## config.mk

```make
export PLATFORM = sky130hd
export DESIGN_NAME = can_msg_buffering
export DESIGN_NICKNAME = d
export VERILOG_FILES = /design/src/hdl/can_buf_pkg.sv /design/src/hdl/can_msg_buffering.sv /design/src/hdl/can_msg_store.sv /design/src/hdl/can_accept_filter.sv
export VERILOG_INCLUDE_DIRS = /design/src /design/src/hdl
export SDC_FILE = /design/constraint.sdc
export NUM_CORES = 1
export LEC_CHECK = 0
export BUFFER_PORTS_ARGS = -buffer_cell sky130_fd_sc_hd__buf_2
export CAP_MARGIN = 20
export CORE_AREA = 2 2 293 295
export CTS_BUF_LIST = sky130_fd_sc_hd__clkbuf_8
export CTS_CLUSTER_SIZE = 16
export DETAILED_ROUTE_END_ITERATION = 7
export DIE_AREA = 0 0 295 297
export PLACE_DENSITY = 0.66
export SLEW_MARGIN = 0
export SYNTH_ARGS = -nofsm -noshare
export SYNTH_HDL_FRONTEND = slang
export SYNTH_SLANG_ARGS = --single-unit
```

## constraint.sdc

```tcl
create_clock -name sys_clk_in -period 6.5 [get_ports sys_clk_in]
set_input_delay 1.625 -clock sys_clk_in [delete_from_list [all_inputs] [get_ports sys_clk_in]]
set_output_delay 1.625 -clock sys_clk_in [all_outputs]
set_load 0.01 [all_outputs]
```

## src/hdl/can_buf_map.svh

```systemverilog
// Constants for the CAN message buffering block
`ifndef CAN_BUF_MAP_SVH
`define CAN_BUF_MAP_SVH
`define CB_NUM_FILTERS 6
`define CB_NUM_RX 2
`define CB_NUM_TX 3
`define CB_ID_W 29
`define CB_SID_LSB 18
`define CB_TX_BYTES 14
`define CB_RX_WARN_LIMIT 8'h60
`define CB_PASSIVE_LIMIT 9'h07f
`define CB_TX_WARN_LIMIT 9'h060
`define CB_BUS_OFF_LIMIT 9'h0ff
`define CB_RX_CNT_MAX 8'hff
`define CB_MODE_ALL 2'b00
`define CB_MODE_EXT 2'b01
`define CB_MODE_STD 2'b10
`define CB_MODE_ANY 2'b11
`endif

```

## src/hdl/can_buf_pkg.sv

```systemverilog
// Types shared by the CAN message buffering block
`include "can_buf_map.svh"
package can_buf_pkg;
  typedef struct packed
  {
    logic [`CB_ID_W-1:0] id;
    logic ext;
    logic [3:0] dlc;
    logic [63:0] data;
  } frame_t;
  typedef logic [`CB_TX_BYTES*8-1:0] tx_image_t;
  typedef logic [`CB_NUM_FILTERS-1:0][`CB_ID_W-1:0] filter_bank_t;
endpackage

```

## src/hdl/can_msg_buffering.sv

```systemverilog
// CAN message buffering: receive buffers, transmit queue, error counters
`include "can_buf_map.svh"
module can_msg_buffering
  import can_buf_pkg::*;
(
  input wire logic sys_clk_in,                 // 10 MHz module clock
  input wire logic rst_n_in,                   // Async reset, active low
  input wire logic init_mode_in,               // Initialization mode level
  input wire logic rx_frame_done_in,           // Engine: valid frame at EOF
  input wire logic rx_error_in,                // Engine: crc/stuff/form error
  input wire frame_t assembly_buffer_in,       // Engine: assembled frame
  input wire filter_bank_t filter_id_in,       // Filter identifiers
  input wire logic [5:0] filter_extended_select_in, // Filter format select
  input wire logic [`CB_ID_W-1:0] mask_zero_in, // Mask for buffer zero
  input wire logic [`CB_ID_W-1:0] mask_one_in,  // Mask for buffer one
  input wire logic [3:0] receive_mode_field_in, // Modes, [1:0] buffer zero
  input wire logic double_buffer_enable_in,    // Spill zero into one
  input wire logic [1:0] receive_irq_enable_in, // Receive irq enables
  input wire logic [1:0] rx_done_clear_in,     // Release receive buffer
  input wire logic [1:0] overrun_clear_in,     // Clear overrun flags
  input wire logic error_clear_in,             // Clear summary error flag
  input wire logic invalid_clear_in,           // Clear invalid-message flag
  input wire logic rx_read_sel_in,             // Receive buffer to read
  input wire logic tx_write_in,                // Load transmit buffer
  input wire logic [1:0] tx_write_sel_in,      // Transmit buffer to load
  input wire tx_image_t tx_write_data_in,      // Fourteen-byte image
  input wire logic [2:0] request_set_in,       // Set transmit request
  input wire logic [2:0] request_clear_in,     // Clear request (abort)
  input wire logic abort_all_bit_in,           // Abort all pending
  input wire logic [5:0] transmit_priority_field_in, // Two bits per buffer
  input wire logic [2:0] transmit_irq_enable_in, // Transmit irq enables
  input wire logic tx_start_in,                // Engine: SOF of selection
  input wire logic tx_ok_in,                   // Engine: frame sent
  input wire logic tx_arb_lost_in,             // Engine: arbitration lost
  input wire logic tx_error_in,                // Engine: ack/form/bit error
  output frame_t rx_data_out,                  // Selected receive buffer
  output logic [1:0] receive_done_flag_out,    // Buffer holds a frame
  output logic [1:0] receive_overrun_flag_out, // Overrun per buffer
  output logic summary_error_flag_out,         // Overrun or transmit warning rise
  output logic invalid_message_flag_out,       // Error in last frame
  output logic receive_warning_flag_out,       // Receive counter >= 96
  output logic receive_passive_flag_out,       // Receive counter > 127
  output logic transmit_warning_flag_out,      // Transmit counter > 96
  output logic transmit_passive_flag_out,      // Transmit counter > 127
  output logic bus_off_flag_out,               // Transmit counter > 255
  output logic [7:0] receive_error_counter_out, // Receive error count
  output logic [8:0] transmit_error_counter_out, // Transmit error count
  output logic [2:0] transmit_request_bit_out, // Pending per buffer
  output logic [2:0] transmit_aborted_flag_out, // Abort done
  output logic [2:0] arbitration_lost_flag_out, // Lost arbitration
  output logic [2:0] transmit_error_flag_out,  // Bus error on attempt
  output logic [2:0] transmit_buffer_free_flag_out, // Buffer emptied
  output logic [1:0] tx_sel_out,               // Buffer to send next
  output logic tx_pending_out,                 // Something to send
  output tx_image_t tx_data_out,               // Image of tx_sel_out
  output logic [1:0] rx_irq_out,               // Receive irq pulse
  output logic tx_irq_out,                     // Transmit irq pulse
  output logic err_irq_out                     // Error irq pulse
);
  logic [1:0] hit;
  logic store_en;
  logic store_sel;
  logic [1:0] ovr_ev;
  logic [1:0] next_sel;
  logic busy;
  logic [1:0] busy_idx;
  logic [2:0] abort_pend;
  logic [2:0] ok_ev;
  logic rx_warn_rise;
  logic tx_warn_rise;

  can_accept_filter u_filter (
    .id_in(assembly_buffer_in.id),
    .frame_extended_marker_in(assembly_buffer_in.ext),
    .frame_ok_in(rx_frame_done_in),
    .frame_err_in(rx_error_in),
    .filter_id_in(filter_id_in),
    .filter_extended_select_in(filter_extended_select_in),
    .mask_zero_in(mask_zero_in),
    .mask_one_in(mask_one_in),
    .mode_zero_in(receive_mode_field_in[1:0]),
    .mode_one_in(receive_mode_field_in[3:2]),
    .hit_out(hit)
  );

  // Buffer zero has precedence when both banks accept the frame
  always_comb
  begin
    store_en = 1'b0;
    store_sel = 1'b0;
    ovr_ev = 2'b00;
    if (hit[0])
    begin
      if (!receive_done_flag_out[0])
        store_en = 1'b1;
      else if (double_buffer_enable_in && !receive_done_flag_out[1])
      begin
        store_en = 1'b1;
        store_sel = 1'b1;
      end
      else if (double_buffer_enable_in)
        ovr_ev[1] = 1'b1;
      else
        ovr_ev[0] = 1'b1;
    end
    else if (hit[1])
    begin
      if (!receive_done_flag_out[1])
      begin
        store_en = 1'b1;
        store_sel = 1'b1;
      end
      else
        ovr_ev[1] = 1'b1;
    end
  end

  // A refused frame is simply never written: the assembly copy is dropped
  can_msg_store #(.WIDTH($bits(frame_t)), .DEPTH(`CB_NUM_RX)) u_rx_store (
    .sys_clk_in(sys_clk_in),
    .wr_en_in(store_en),
    .wr_addr_in(store_sel),
    .wr_data_in(assembly_buffer_in),
    .rd_addr_in(rx_read_sel_in),
    .rd_data_out(rx_data_out)
  );

  // Set wins over a clear in the same cycle
  always_ff @(posedge sys_clk_in or negedge rst_n_in)
  begin
    if (!rst_n_in)
    begin
      receive_done_flag_out <= 2'b00;
      receive_overrun_flag_out <= 2'b00;
      rx_irq_out <= 2'b00;
    end
    else
    begin
      for (int b = 0; b < `CB_NUM_RX; b++)
      begin
        if (store_en && store_sel == b[0])
          receive_done_flag_out[b] <= 1'b1;
        else if (rx_done_clear_in[b])
          receive_done_flag_out[b] <= 1'b0;
        if (ovr_ev[b])
          receive_overrun_flag_out[b] <= 1'b1;
        else if (overrun_clear_in[b])
          receive_overrun_flag_out[b] <= 1'b0;
        rx_irq_out[b] <= store_en && store_sel == b[0] &&
                         receive_irq_enable_in[b];
      end
    end
  end

  always_ff @(posedge sys_clk_in or negedge rst_n_in)
  begin
    if (!rst_n_in)
      receive_error_counter_out <= 8'h00;
    else if (init_mode_in)
      receive_error_counter_out <= 8'h00;
    else if (rx_error_in &&
             receive_error_counter_out != `CB_RX_CNT_MAX)
      receive_error_counter_out <= receive_error_counter_out + 8'h01;
  end

  always_ff @(posedge sys_clk_in or negedge rst_n_in)
  begin
    if (!rst_n_in)
      transmit_error_counter_out <= 9'h000;
    else if (init_mode_in)
      transmit_error_counter_out <= 9'h000;
    else if (tx_error_in && !bus_off_flag_out &&
             transmit_error_counter_out <= `CB_BUS_OFF_LIMIT)
      transmit_error_counter_out <= transmit_error_counter_out + 9'h001;
  end

  // Level flags track the counters one cycle behind
  assign rx_warn_rise = !receive_warning_flag_out &&
                        receive_error_counter_out >= `CB_RX_WARN_LIMIT;
  assign tx_warn_rise = !transmit_warning_flag_out &&
                        transmit_error_counter_out > `CB_TX_WARN_LIMIT;

  always_ff @(posedge sys_clk_in or negedge rst_n_in)
  begin
    if (!rst_n_in)
    begin
      receive_warning_flag_out <= 1'b0;
      receive_passive_flag_out <= 1'b0;
      transmit_warning_flag_out <= 1'b0;
      transmit_passive_flag_out <= 1'b0;
      bus_off_flag_out <= 1'b0;
    end
    else
    begin
      receive_warning_flag_out <=
        receive_error_counter_out >= `CB_RX_WARN_LIMIT;
      receive_passive_flag_out <=
        receive_error_counter_out > 8'(`CB_PASSIVE_LIMIT);
      transmit_warning_flag_out <=
        transmit_error_counter_out > `CB_TX_WARN_LIMIT;
      transmit_passive_flag_out <=
        transmit_error_counter_out > `CB_PASSIVE_LIMIT;
      bus_off_flag_out <=
        transmit_error_counter_out > `CB_BUS_OFF_LIMIT;
    end
  end

  always_ff @(posedge sys_clk_in or negedge rst_n_in)
  begin
    if (!rst_n_in)
    begin
      summary_error_flag_out <= 1'b0;
      invalid_message_flag_out <= 1'b0;
      err_irq_out <= 1'b0;
    end
    else
    begin
      if ((|ovr_ev) || tx_warn_rise)
        summary_error_flag_out <= 1'b1;
      else if (error_clear_in)
        summary_error_flag_out <= 1'b0;
      if (rx_error_in)
        invalid_message_flag_out <= 1'b1;
      else if (invalid_clear_in)
        invalid_message_flag_out <= 1'b0;
      // Receive errors alone do not interrupt, only their consequences
      err_irq_out <= (|ovr_ev) || rx_warn_rise || tx_warn_rise;
    end
  end

  // Highest code wins; on a tie the lower-numbered buffer is sent
  always_comb
  begin
    next_sel = 2'd0;
    for (int t = `CB_NUM_TX - 1; t >= 0; t--)
    begin
      if (transmit_request_bit_out[t] &&
          (!transmit_request_bit_out[next_sel] ||
           transmit_priority_field_in[2*t +: 2] >=
           transmit_priority_field_in[2*next_sel +: 2]))
        next_sel = t[1:0];
    end
  end

  // Selection keeps following priority changes until SOF latches it
  always_ff @(posedge sys_clk_in or negedge rst_n_in)
  begin
    if (!rst_n_in)
    begin
      tx_sel_out <= 2'd0;
      tx_pending_out <= 1'b0;
    end
    else
    begin
      tx_sel_out <= next_sel;
      tx_pending_out <= (|transmit_request_bit_out) && !busy &&
                        !bus_off_flag_out && !init_mode_in;
    end
  end

  always_ff @(posedge sys_clk_in or negedge rst_n_in)
  begin
    if (!rst_n_in)
    begin
      busy <= 1'b0;
      busy_idx <= 2'd0;
    end
    else if (tx_start_in && tx_pending_out)
    begin
      busy <= 1'b1;
      busy_idx <= tx_sel_out;
    end
    else if (tx_ok_in || tx_arb_lost_in || tx_error_in)
      busy <= 1'b0;
  end

  can_msg_store #(.WIDTH($bits(tx_image_t)), .DEPTH(`CB_NUM_TX)) u_tx_store (
    .sys_clk_in(sys_clk_in),
    .wr_en_in(tx_write_in),
    .wr_addr_in(tx_write_sel_in),
    .wr_data_in(tx_write_data_in),
    .rd_addr_in(next_sel),
    .rd_data_out(tx_data_out)
  );

  for (genvar i = 0; i < `CB_NUM_TX; i++)
  begin : g_tx
    wire mine = busy && busy_idx == i;
    wire abort_req = request_clear_in[i] || abort_all_bit_in;
    assign ok_ev[i] = mine && tx_ok_in;

    // An abort on a running frame waits for it to fail or finish
    always_ff @(posedge sys_clk_in or negedge rst_n_in)
    begin
      if (!rst_n_in)
      begin
        transmit_request_bit_out[i] <= 1'b0;
        transmit_aborted_flag_out[i] <= 1'b0;
        arbitration_lost_flag_out[i] <= 1'b0;
        transmit_error_flag_out[i] <= 1'b0;
        transmit_buffer_free_flag_out[i] <= 1'b0;
        abort_pend[i] <= 1'b0;
      end
      else if (request_set_in[i])
      begin
        transmit_request_bit_out[i] <= 1'b1;
        transmit_aborted_flag_out[i] <= 1'b0;
        arbitration_lost_flag_out[i] <= 1'b0;
        transmit_error_flag_out[i] <= 1'b0;
        transmit_buffer_free_flag_out[i] <= 1'b0;
        abort_pend[i] <= 1'b0;
      end
      else if (ok_ev[i])
      begin
        transmit_request_bit_out[i] <= 1'b0;
        transmit_buffer_free_flag_out[i] <= 1'b1;
        abort_pend[i] <= 1'b0;
      end
      else if (mine && (tx_arb_lost_in || tx_error_in))
      begin
        if (tx_error_in)
          transmit_error_flag_out[i] <= 1'b1;
        else
          arbitration_lost_flag_out[i] <= 1'b1;
        if (abort_pend[i] || abort_req)
        begin
          transmit_request_bit_out[i] <= 1'b0;
          transmit_aborted_flag_out[i] <= 1'b1;
        end
        abort_pend[i] <= 1'b0;
      end
      else if (abort_req && transmit_request_bit_out[i])
      begin
        if (mine)
          abort_pend[i] <= 1'b1;
        else
        begin
          transmit_request_bit_out[i] <= 1'b0;
          transmit_aborted_flag_out[i] <= 1'b1;
        end
      end
    end
  end

  always_ff @(posedge sys_clk_in or negedge rst_n_in)
  begin
    if (!rst_n_in)
      tx_irq_out <= 1'b0;
    else
      tx_irq_out <= |(ok_ev & transmit_irq_enable_in);
  end

  store_zero_a: assert property (@(posedge sys_clk_in) disable iff (!rst_n_in)
    rx_frame_done_in && hit[0] && !receive_done_flag_out[0]
    |=> receive_done_flag_out[0] && $stable(receive_done_flag_out[1]))
    else $error("frame for free buffer zero not stored");
  overrun_set_a: assert property (@(posedge sys_clk_in) disable iff (!rst_n_in)
    rx_frame_done_in && hit[1] && !hit[0] && receive_done_flag_out[1]
    |=> receive_overrun_flag_out[1] && summary_error_flag_out)
    else $error("overrun on buffer one not flagged");
  no_divert_a: assert property (@(posedge sys_clk_in) disable iff (!rst_n_in)
    !double_buffer_enable_in && hit[0] && receive_done_flag_out[0]
    |=> receive_overrun_flag_out[0] && !$rose(receive_done_flag_out[1]))
    else $error("frame diverted without double buffering");
  spill_one_a: assert property (@(posedge sys_clk_in) disable iff (!rst_n_in)
    double_buffer_enable_in && hit[0] && receive_done_flag_out[0] &&
    !receive_done_flag_out[1] && !overrun_clear_in[0]
    |=> receive_done_flag_out[1] && $stable(receive_overrun_flag_out[0]))
    else $error("double buffer spill failed");
  rx_warn_a: assert property (@(posedge sys_clk_in) disable iff (!rst_n_in)
    receive_error_counter_out == 8'h5f && rx_error_in && !init_mode_in
    |=> ##1 receive_warning_flag_out && err_irq_out)
    else $error("receive warning missed at 96");
  rx_passive_a: assert property (@(posedge sys_clk_in) disable iff (!rst_n_in)
    receive_error_counter_out == 8'h80 |=> receive_passive_flag_out)
    else $error("receive passive missed above 127");
  bus_off_a: assert property (@(posedge sys_clk_in) disable iff (!rst_n_in)
    transmit_error_counter_out == 9'h100 |=> bus_off_flag_out &&
    transmit_passive_flag_out ##1 !tx_pending_out)
    else $error("bus-off not entered above 255");
  init_clear_a: assert property (@(posedge sys_clk_in) disable iff (!rst_n_in)
    init_mode_in |=> receive_error_counter_out == 8'h00 &&
    transmit_error_counter_out == 9'h000 &&
    $stable(receive_done_flag_out))
    else $error("init mode did not clear counters");
  sent_clear_a: assert property (@(posedge sys_clk_in) disable iff (!rst_n_in)
    busy && tx_ok_in && !request_set_in[busy_idx]
    |=> !transmit_request_bit_out[$past(busy_idx)] &&
    transmit_buffer_free_flag_out[$past(busy_idx)])
    else $error("request not cleared after success");
  arb_keep_a: assert property (@(posedge sys_clk_in) disable iff (!rst_n_in)
    busy && tx_arb_lost_in && !tx_error_in && !abort_pend[busy_idx] &&
    !abort_all_bit_in && !request_clear_in[busy_idx] &&
    !request_set_in[busy_idx]
    |=> transmit_request_bit_out[$past(busy_idx)] &&
    arbitration_lost_flag_out[$past(busy_idx)] && !tx_irq_out)
    else $error("arbitration loss handled wrongly");
endmodule

```

## src/hdl/can_msg_store.sv

```systemverilog
// Small message memory with a registered read port
module can_msg_store #(
  parameter int WIDTH = 98,
  parameter int DEPTH = 2
) (
  input wire logic sys_clk_in,                    // Module clock
  input wire logic wr_en_in,                      // Write strobe
  input wire logic [$clog2(DEPTH)-1:0] wr_addr_in, // Write entry
  input wire logic [WIDTH-1:0] wr_data_in,        // Write word
  input wire logic [$clog2(DEPTH)-1:0] rd_addr_in, // Read entry
  output logic [WIDTH-1:0] rd_data_out            // Registered read word
);
  logic [WIDTH-1:0] mem [DEPTH];

  initial
  begin
    if (DEPTH < 2 || WIDTH < 1)
      $error("can_msg_store: unsupported size");
  end

  always_ff @(posedge sys_clk_in)
  begin
    if (wr_en_in)
      mem[wr_addr_in] <= wr_data_in;
  end

  always_ff @(posedge sys_clk_in)
  begin
    rd_data_out <= mem[rd_addr_in];
  end
endmodule

```

## src/hdl/can_accept_filter.sv

```systemverilog
// Acceptance filters and masks steering frames to the two receive buffers
`include "can_buf_map.svh"
module can_accept_filter
  import can_buf_pkg::*;
(
  input wire logic [`CB_ID_W-1:0] id_in,       // Assembled identifier
  input wire logic frame_extended_marker_in,   // Frame is extended format
  input wire logic frame_ok_in,                // Valid frame completed
  input wire logic frame_err_in,               // Reception ended in error
  input wire filter_bank_t filter_id_in,       // Six filter identifiers
  input wire logic [`CB_NUM_FILTERS-1:0] filter_extended_select_in, // Ext sel
  input wire logic [`CB_ID_W-1:0] mask_zero_in, // Mask for buffer zero
  input wire logic [`CB_ID_W-1:0] mask_one_in,  // Mask for buffer one
  input wire logic [1:0] mode_zero_in,         // Receive mode, buffer zero
  input wire logic [1:0] mode_one_in,          // Receive mode, buffer one
  output logic [1:0] hit_out                   // Buffer acceptance
);
  logic [`CB_NUM_FILTERS-1:0] match;

  for (genvar i = 0; i < `CB_NUM_FILTERS; i++)
  begin : g_filt
    // Filters 0 and 1 belong to buffer zero, the rest to buffer one
    wire [1:0] mode = (i < 2) ? mode_zero_in : mode_one_in;
    wire [`CB_ID_W-1:0] mask = (i < 2) ? mask_zero_in : mask_one_in;
    // Receive mode 01/10 overrides the per-filter format selection
    wire want_ext = (mode == `CB_MODE_EXT) ? 1'b1 :
                    (mode == `CB_MODE_STD) ? 1'b0 :
                    filter_extended_select_in[i];
    // Cleared mask bits always count as matching
    wire [`CB_ID_W-1:0] diff = (id_in ^ filter_id_in[i]) & mask;
    wire same = frame_extended_marker_in ? (diff == '0) :
                (diff[`CB_ID_W-1:`CB_SID_LSB] == '0);
    assign match[i] = frame_ok_in &
                      (want_ext == frame_extended_marker_in) & same;
  end

  // Mode 11 takes every frame, even one cut short by an error
  assign hit_out[0] = (|match[1:0]) | ((mode_zero_in == `CB_MODE_ANY) &
                      (frame_ok_in | frame_err_in));
  assign hit_out[1] = (|match[`CB_NUM_FILTERS-1:2]) |
                      ((mode_one_in == `CB_MODE_ANY) &
                      (frame_ok_in | frame_err_in));
endmodule

```

==> impl_metrics.py, run 1 <==
metrics = {
    "placement": {
        "hpwl_mm": 65.47,
        "gp_congestion": 0.9369,
        "dp_cells": 3689,
        "portBuffers": 749,
    },
    "flow_run": {
        "drv_cap": 0,
    },
    "layout": {
        "syn_to_final_growth_pct": 27.16,
        "final_cells": 3939,
        "postLayoutCoreUtil_pct": 43.12,
        "multiInputGateArea_um2": 6645,
        "nFillCells": 7696,
        "final_nets": 3180,
        "final-seq-area_um2": 21580,
        "drive_above_1_share_pct": 38.42,
    },
    "detailed_routing": {
        "vias": 19000,
        "ant_nets": 0,
        "drt_first_pass_iters": 5,
        "wl_mm": 91.69,
        "drcViolationCount": 0,
        "drt_iter0_drc": 1403,
        "routedWlPerCell_um": 23.28,
        "via_per_inst": 4.823,
    },
    "timing": {
        "setup_viol_count_final": 0,
        "slew_viol_final": 0,
        "relSlewSlack_pct": 32.91,
        "fmax_mhz": 205.8,
        "finClkSkew_ps": 40.09,
        "rsz0062_at_grt": "false",
        "setup_tns_ps": 0,
        "min_period_over_period_pct": 74.75,
        "worst_pin_slew_ps": 1006,
        "period_minus_slack_ps": 4859,
        "hold_viol": 0,
    },
    "global_routing": {
        "grt_pass1_wl_mm": 128.1,
        "first_global_vias": 19410,
        "gr-total-overflow": 0,
        "grt_max_degree": 115,
        "track_usage_pct": 20.34,
        "antenna_found_initial": 34,
    },
    "worst_hold_path": {
        "hold_start": "u_rx_store.mem[1][63]",
        "hold_class": "flip-flop to flip-flop",
        "hold_end": "u_rx_store.rd_data_out[63]",
        "min_delay_path_depth": 1,
    },
    "clocking": {
        "clockBufferDepth": 3,
        "cts-resized-gates": 0,
        "clockRootBuffer": "clkbuf_8",
        "htree_levels": 4,
        "path_clk_slew_ps": 60,
        "ctsHoldBuffers": 0,
        "postCtsSetupRepairBufs": 0,
        "clock_sinks": 798,
        "cts_tree": "done",
        "clk_latency_ps": 810,
        "numCtsBuffers": 132,
    },
    "critical_path": {
        "cp-end-kind": "flip-flop",
        "crit_fanout": 22,
        "ff2ff_path_depth": 16,
        "r2r_end": "u_tx_store.rd_data_out[6]",
        "required_ps": 7210,
        "worst-endpoint-arrival_ps": 5570,
        "path_class": "input pin to flip-flop",
        "start_kind": "input pin",
        "r2r_start": "transmit_request_bit_out[0]",
        "r2r_slack_ps": 2360,
    },
    "yosys": {
        "async_flop_share_pct": 7.018,
        "synth-seq-cells": 798,
        "ys_types": 57,
        "synthFlopType": "edfxtp_1",
        "syn_avg_cell_area_um2": 15.35,
        "yosysWarnings": 0,
        "synth_nets": 2367,
        "ys_seq_area_share_pct": 75.33,
        "synth_edf_count": 532,
        "synth_area_um2": 28650,
        "synthCells": 1866,
    },
    "pwr": {
        "ir_worst_vdd_mv": 0.3027,
        "power.leakage_nw": 14.61,
        "power_density_nw_per_um2": 332.2,
    },
    "floorplanning": {
        "std_cell_rows": 107,
        "die_area_um2": 87620,
        "start_util_pct": 33.91,
        "die_w_um": 295,
        "pin_count": 750,
        "core-area_um2": 84480,
        "die_h_um": 297,
    },
    "outcome": {
        "status": "completed",
    },
}
## layout by cell type, fill, tap and decap left out, types with 4 or more instances in the layout
cell type  Yosys  layout
xor2_1       184     184
dfxtp_1      210     210
o21ai_0       15      15
mux2_2       100     100
a221oi_1      12      12
dfrtp_1       56      56
ha_1          11      11
and3_1         7       7
o22ai_1      112     112
diode_2        0      10
nand2b_1       4       4
buf_2         18     747
nand4_1       19      19
inv_1         25      67
nor2_1       157     156
a22o_1        14      14
nor3_1         5       5
bufinv_16      0       5
nand3b_1       4       4
clkinv_2       0      15
inv_6          0       4
edfxtp_1     532     532
clkinv_1       0      17
nand3_1        9       9
nand2_1       33      32
a22oi_1       50      50
a21o_1         5       5
clkbuf_8       0     150
and4_1         4       4
a211oi_1       6       6
buf_12         0       8
buf_4          0      19
a21oi_1      134     134
## worst max-delay path by stage
stage	slack, ps	cells past startpoint	from	endpoint
floorplan	10	1	tx_write_sel_in[0]	u_tx_store.mem[0][0]
finish	1640	20	transmit_priority_field_in[1]	u_tx_store.rd_data_out[6]
global route	1280	20	transmit_priority_field_in[1]	u_tx_store.rd_data_out[75]
global placement	910	20	transmit_priority_field_in[1]	u_tx_store.rd_data_out[53]
detailed placement	820	20	transmit_priority_field_in[1]	u_tx_store.rd_data_out[6]
CTS	1720	20	transmit_priority_field_in[1]	u_tx_store.rd_data_out[6]
## cells in the mapped netlist (5+ instances only)
| cell type | count | share of area (%) |
|---|---|---|
| a21oi_1 | 134 | 2.3 |
| nand2_1 | 33 | 0.43 |
| ha_1 | 11 | 0.48 |
| edfxtp_1 | 532 | 56 |
| nand4_1 | 19 | 0.41 |
| a22oi_1 | 50 | 1.3 |
| dfxtp_1 | 210 | 15 |
| nand3_1 | 9 | 0.16 |
| o21ai_0 | 15 | 0.26 |
| dfrtp_1 | 56 | 4.9 |
| a221oi_1 | 12 | 0.37 |
| clkbuf_1 | 68 | 0.89 |
| xor2_1 | 184 | 5.6 |
| inv_1 | 25 | 0.33 |
| nor3_1 | 5 | 0.087 |
| mux2_2 | 100 | 3.9 |
| buf_2 | 18 | 0.31 |
| nor2_1 | 157 | 2.1 |
| a21o_1 | 5 | 0.13 |
| buf_1 | 6 | 0.079 |
| a211oi_1 | 6 | 0.16 |
| a22o_1 | 14 | 0.43 |
| o22ai_1 | 112 | 2.4 |
| and3_1 | 7 | 0.15 |
## critical path, cell delays in order
cell	delay, ps
buf_2	90
inv_1	50
ha_1	260
o21ai_0	60
a31oi_1	570
o21ai_0	230
ha_1	330
inv_1	30
a21boi_0	360
o31a_1	270
nor2_1	70
a21oi_1	120
ha_1	240
inv_1	50
a21boi_0	120
o21ai_4	200
o21a_4	390
buf_4	300
nor2_1	70
a21oi_1	130
## cell type report
cell class | instances | share of cell area, %
inverters | 25 | 0.2645
flip-flops and latches | 798 | 59.24
multi-input cells | 948 | 18.24
clock buffers | 150 | 5.667
diodes | 10 | 0.06869
clock inverters | 90 | 1.494
well taps | 1144 | 3.929
repair buffers | 774 | 11.09
## where the power goes
part	switching, mW	internal (mW)
sequential	0.186	5.92
clock	1.99	2.32
combinational	1.06	0.617
total	3.24	8.86
## layer usage
layer	wire length, um	vias up	track usage [%]
met5	261	-	0
met4	4266	40	10.57
met3	9183	210	8.465
met2	44230	824	33.84
met1	33740	9268	22.06
li1	-	8657	-
## cell families after synthesis
logic type / share of synthesized area, %
and+or+nand+nor: 4.040
buffers and inverters: 1.729
xor gates and xnor gates: 5.717
DFF: 75.33
muxes: 4.001
adders and majority gates: 0.5153
AOI/OAI and AO/OA: 8.669
## registers in the layout (all words and copies together) (netlist names), 2 cells and up
name and cells:
tx_sel_out 2, busy_idx 2, receive_error_counter_out 8, u_tx_store.mem 336, abort_pend 3, transmit_error_counter_out 9
transmit_aborted_flag_out 3, rx_irq_out 2, receive_overrun_flag_out 2, receive_done_flag_out 2, u_rx_store.mem 196, transmit_request_bit_out 3
u_rx_store.rd_data_out 98, u_tx_store.rd_data_out 112, transmit_buffer_free_flag_out 3, transmit_error_flag_out 3, arbitration_lost_flag_out 3
## metrics by stage
step | instance area (um^2) | total power, mW | hold slack, ps | setup WS, ps
2_1_floorplan | 28660 | 6.976 | 447.8 | 13.38
3_3_place_gp | 33790 | 7.874 | 452.1 | 906.1
3_5_place_dp | 33790 | 7.889 | 457.1 | 821.3
4_1_cts | 36400 | 12.25 | 444.8 | 1723
5_1_grt | 36420 | 12.60 | 480.3 | 1278
6_report | 36430 | 12.10 | 441.4 | 1641
Power figures use the tool's default switching activity.
==> run 2, diff against run 1 <==
--- a/config.mk
+++ b/config.mk
@@ -8,12 +8,12 @@
 export LEC_CHECK = 0
 export BUFFER_PORTS_ARGS = -buffer_cell sky130_fd_sc_hd__buf_2
 export CAP_MARGIN = 20
-export CORE_AREA = 2 2 293 295
+export CORE_AREA = 2 2 292 294
 export CTS_BUF_LIST = sky130_fd_sc_hd__clkbuf_8
 export CTS_CLUSTER_SIZE = 16
 export DETAILED_ROUTE_END_ITERATION = 7
-export DIE_AREA = 0 0 295 297
-export PLACE_DENSITY = 0.66
+export DIE_AREA = 0 0 294 296
+export PLACE_DENSITY = 0.69
 export SLEW_MARGIN = 0
 export SYNTH_ARGS = -nofsm -noshare
 export SYNTH_HDL_FRONTEND = slang
==> constraint.sdc (replaced) <==
create_clock -name sys_clk_in -period 4.3 [get_ports sys_clk_in]
set_input_delay 1.075 -clock sys_clk_in [delete_from_list [all_inputs] [get_ports sys_clk_in]]
set_output_delay 1.075 -clock sys_clk_in [all_outputs]
set_load 0.01 [all_outputs]
==> run 2 against run 1 <==
  * Combinational power up 57%
  * Worst setup slack got worse by 880 ps
  * Power increased by 51%
  * Via count increased by 1.6%
  * First-iteration DRC count is 3.1% lower
  * Clock-buffer cell count decreased by 5
  * Sequential share of layout area shrank 0.65 points
  * Clock skew shrank 0.51 ps
  * Clock power grew 49%
  * Cell area increased by 1.1%
  * Critical path type unchanged
  * Critical endpoint is now u_tx_store.rd_data_out[96]
  * Highest routed layer unchanged
==> impl_metrics.py, run 2 (synthesized netlist as in run 1, its figures left out) <==
metrics = {
    "outcome": {
        "status": "completed",
    },
    "timing": {
        "finClkSkew_ps": 39.58,
        "rsz0062_at_grt": "false",
        "slew_viol_final": 0,
        "period_minus_slack_ps": 3539,
        "min_period_over_period_pct": 82.31,
        "relSlewSlack_pct": 43.05,
        "fmax_mhz": 282.5,
        "setup_viol_count_final": 0,
        "worst_pin_slew_ps": 852.5,
        "hold_viol": 0,
    },
    "detailed_routing": {
        "drt_first_pass_iters": 6,
        "drcViolationCount": 0,
        "drt_iter0_drc": 1360,
        "vias": 19310,
        "met1Wirelength_mm": 33.06,
        "ant_nets": 0,
        "top_layer": "met5",
        "via_per_inst": 4.917,
        "wl_mm": 93.67,
        "dr_wl_met3_mm": 10.16,
        "routedWlPerCell_um": 23.85,
        "routed-wl-met2_mm": 45.22,
    },
    "critical_path": {
        "ff2ff_path_depth": 16,
        "r2r_slack_ps": 950,
        "worst-endpoint-arrival_ps": 4200,
        "path_class": "input pin to flip-flop",
        "r2r_start": "transmit_request_bit_out[0]",
        "r2r_end": "u_tx_store.rd_data_out[96]",
        "start_kind": "input pin",
        "cp-end-kind": "flip-flop",
        "required_ps": 4970,
        "crit_fanout": 40,
    },
    "floorplanning": {
        "pin_count": 750,
        "die_w_um": 294,
        "core-area_um2": 84210,
        "die_h_um": 296,
        "start_util_pct": 34.02,
        "std_cell_rows": 107,
        "die_area_um2": 87020,
    },
    "pwr": {
        "power_frac_comb_pct": 14.4,
        "swShare_pct": 27.16,
        "power.total_mw": 18.27,
        "power_density_nw_per_um2": 495.9,
        "p_seq_share_pct": 50.4,
        "ir_worst_vdd_mv": 0.3663,
        "p_switching_mw": 4.960,
        "p_clk_share_pct": 35.2,
        "power.leakage_nw": 14.82,
        "p_int_mw": 13.31,
    },
    "layout": {
        "postLayoutCoreUtil_pct": 43.74,
        "drive_above_1_share_pct": 39.34,
        "largest_register": "u_tx_store.mem",
        "syn_to_final_growth_pct": 28.56,
        "final_nets": 3208,
        "final_common_cell": "buf_2",
        "top_regs": "u_tx_store.mem x336, u_rx_store.mem x196, u_tx_store.rd_data_out x112",
        "largest_register_ffs": 336,
        "layout_common_cells": "buf_2, edfxtp_1, dfxtp_1, xor2_1, nor2_1",
    },
    "global_routing": {
        "antenna_found_initial": 62,
        "gr-total-overflow": 0,
        "track_usage_pct": 20.68,
        "grt_max_degree": 115,
        "grt_pass1_wl_mm": 129.1,
        "first_global_vias": 19510,
    },
    "clocking": {
        "ctsHoldBuffers": 0,
        "clockRootBuffer": "clkbuf_8",
        "clockBufferDepth": 3,
        "clk_latency_ps": 770,
        "htree_levels": 4,
        "numCtsBuffers": 130,
        "clock_sinks": 798,
        "path_clk_slew_ps": 60,
        "cts-resized-gates": 0,
        "cts_tree": "done",
        "postCtsSetupRepairBufs": 0,
    },
    "placement": {
        "hpwl_mm": 68.65,
        "portBuffers": 749,
        "gp_congestion": 0.9605,
    },
    "worst_hold_path": {
        "hold_class": "input pin to async pin",
    },
    "flow_run": {
        "drv_cap": 0,
    },
}
==> run 2: changes by cell type in the layout (fill, tap and decap cells not counted), moves of 5 or more <==
cell and change:
buf_4 +18, diode_2 +13, buf_12 +12, inv_1 +10
clkinv_1 -8, clkinv_2 -7, clkbuf_8 -5
==> run 2: how the worst max path moves through the flow <==
stage / startpoint / to / slack (ps) / cells past startpoint
CTS: transmit_priority_field_in[4] / u_tx_store.rd_data_out[96] / 840 / 19
global placement: transmit_priority_field_in[4] / u_tx_store.rd_data_out[100] / 110 / 20
global route: transmit_priority_field_in[4] / u_tx_store.rd_data_out[96] / 610 / 19
floorplan: assembly_buffer_in[70] / u_rx_store.mem[1][0] / -110 / 9
detailed placement: transmit_priority_field_in[4] / u_tx_store.rd_data_out[92] / 20 / 19
finish: transmit_priority_field_in[4] / u_tx_store.rd_data_out[96] / 760 / 20
==> run 2: metal layers <==
layer	GRT usage, %	up-vias
met3	8.889	259
met5	0	-
met2	34.52	976
met1	22.14	9309
li1	-	8723
met4	11.27	42
==> run 2: layout make-up <==
type | instances | area [um^2]
tap | 1090 | 1364
timing repair buffer | 804 | 4417
multi-input combinational | 948 | 6724
antenna | 23 | 57.56
fill | 7579 | 47380
sequential | 798 | 21580
clock inverter | 94 | 593.1
clock buffer | 145 | 1996
inverter | 25 | 100.1
==> run 2: critical path, cell delays in order <==
cell	delay, ps
buf_2	110
inv_4	40
ha_4	220
o21ai_2	170
a31oi_4	120
o21ai_1	220
ha_1	270
inv_1	100
a21boi_4	70
o31a_1	300
nor2_1	110
a21oi_1	50
ha_1	260
inv_1	70
a21boi_2	60
o21ai_4	200
o21a_4	240
buf_12	240
nor2_1	80
a21oi_1	140
==> run 2: through the flow <==
| step | hold WS, ps | TNS [ps] | cells | setup WS (ps) | area (um^2) |
|---|---|---|---|---|---|
| 3_5_place_dp | 455.0 | 0 | 3665 | 18.21 | 34190 |
| 3_3_place_gp | 450.7 | 0 | 3665 | 106.2 | 34190 |
| 4_1_cts | 274.4 | 0 | 3904 | 837.1 | 36770 |
| 2_1_floorplan | 447.8 | -22810 | 1866 | -110.1 | 28950 |
| 6_report | 308.7 | 0 | 3927 | 760.7 | 36830 |
| 5_1_grt | 305.2 | 0 | 3922 | 613.3 | 36820 |
==> run 2: power groups by stage <==
| stage | combinational [mW] | clock (mW) | sequential [mW] |
|---|---|---|---|
| floorplan | 1.10 | 0 | 9.51 |
| global placement | 2.60 | 0 | 9.35 |
| detailed placement | 2.64 | 0 | 9.35 |
| CTS | 2.65 | 6.61 | 9.21 |
| global route | 2.83 | 6.94 | 9.26 |
| finish | 2.63 | 6.43 | 9.21 |
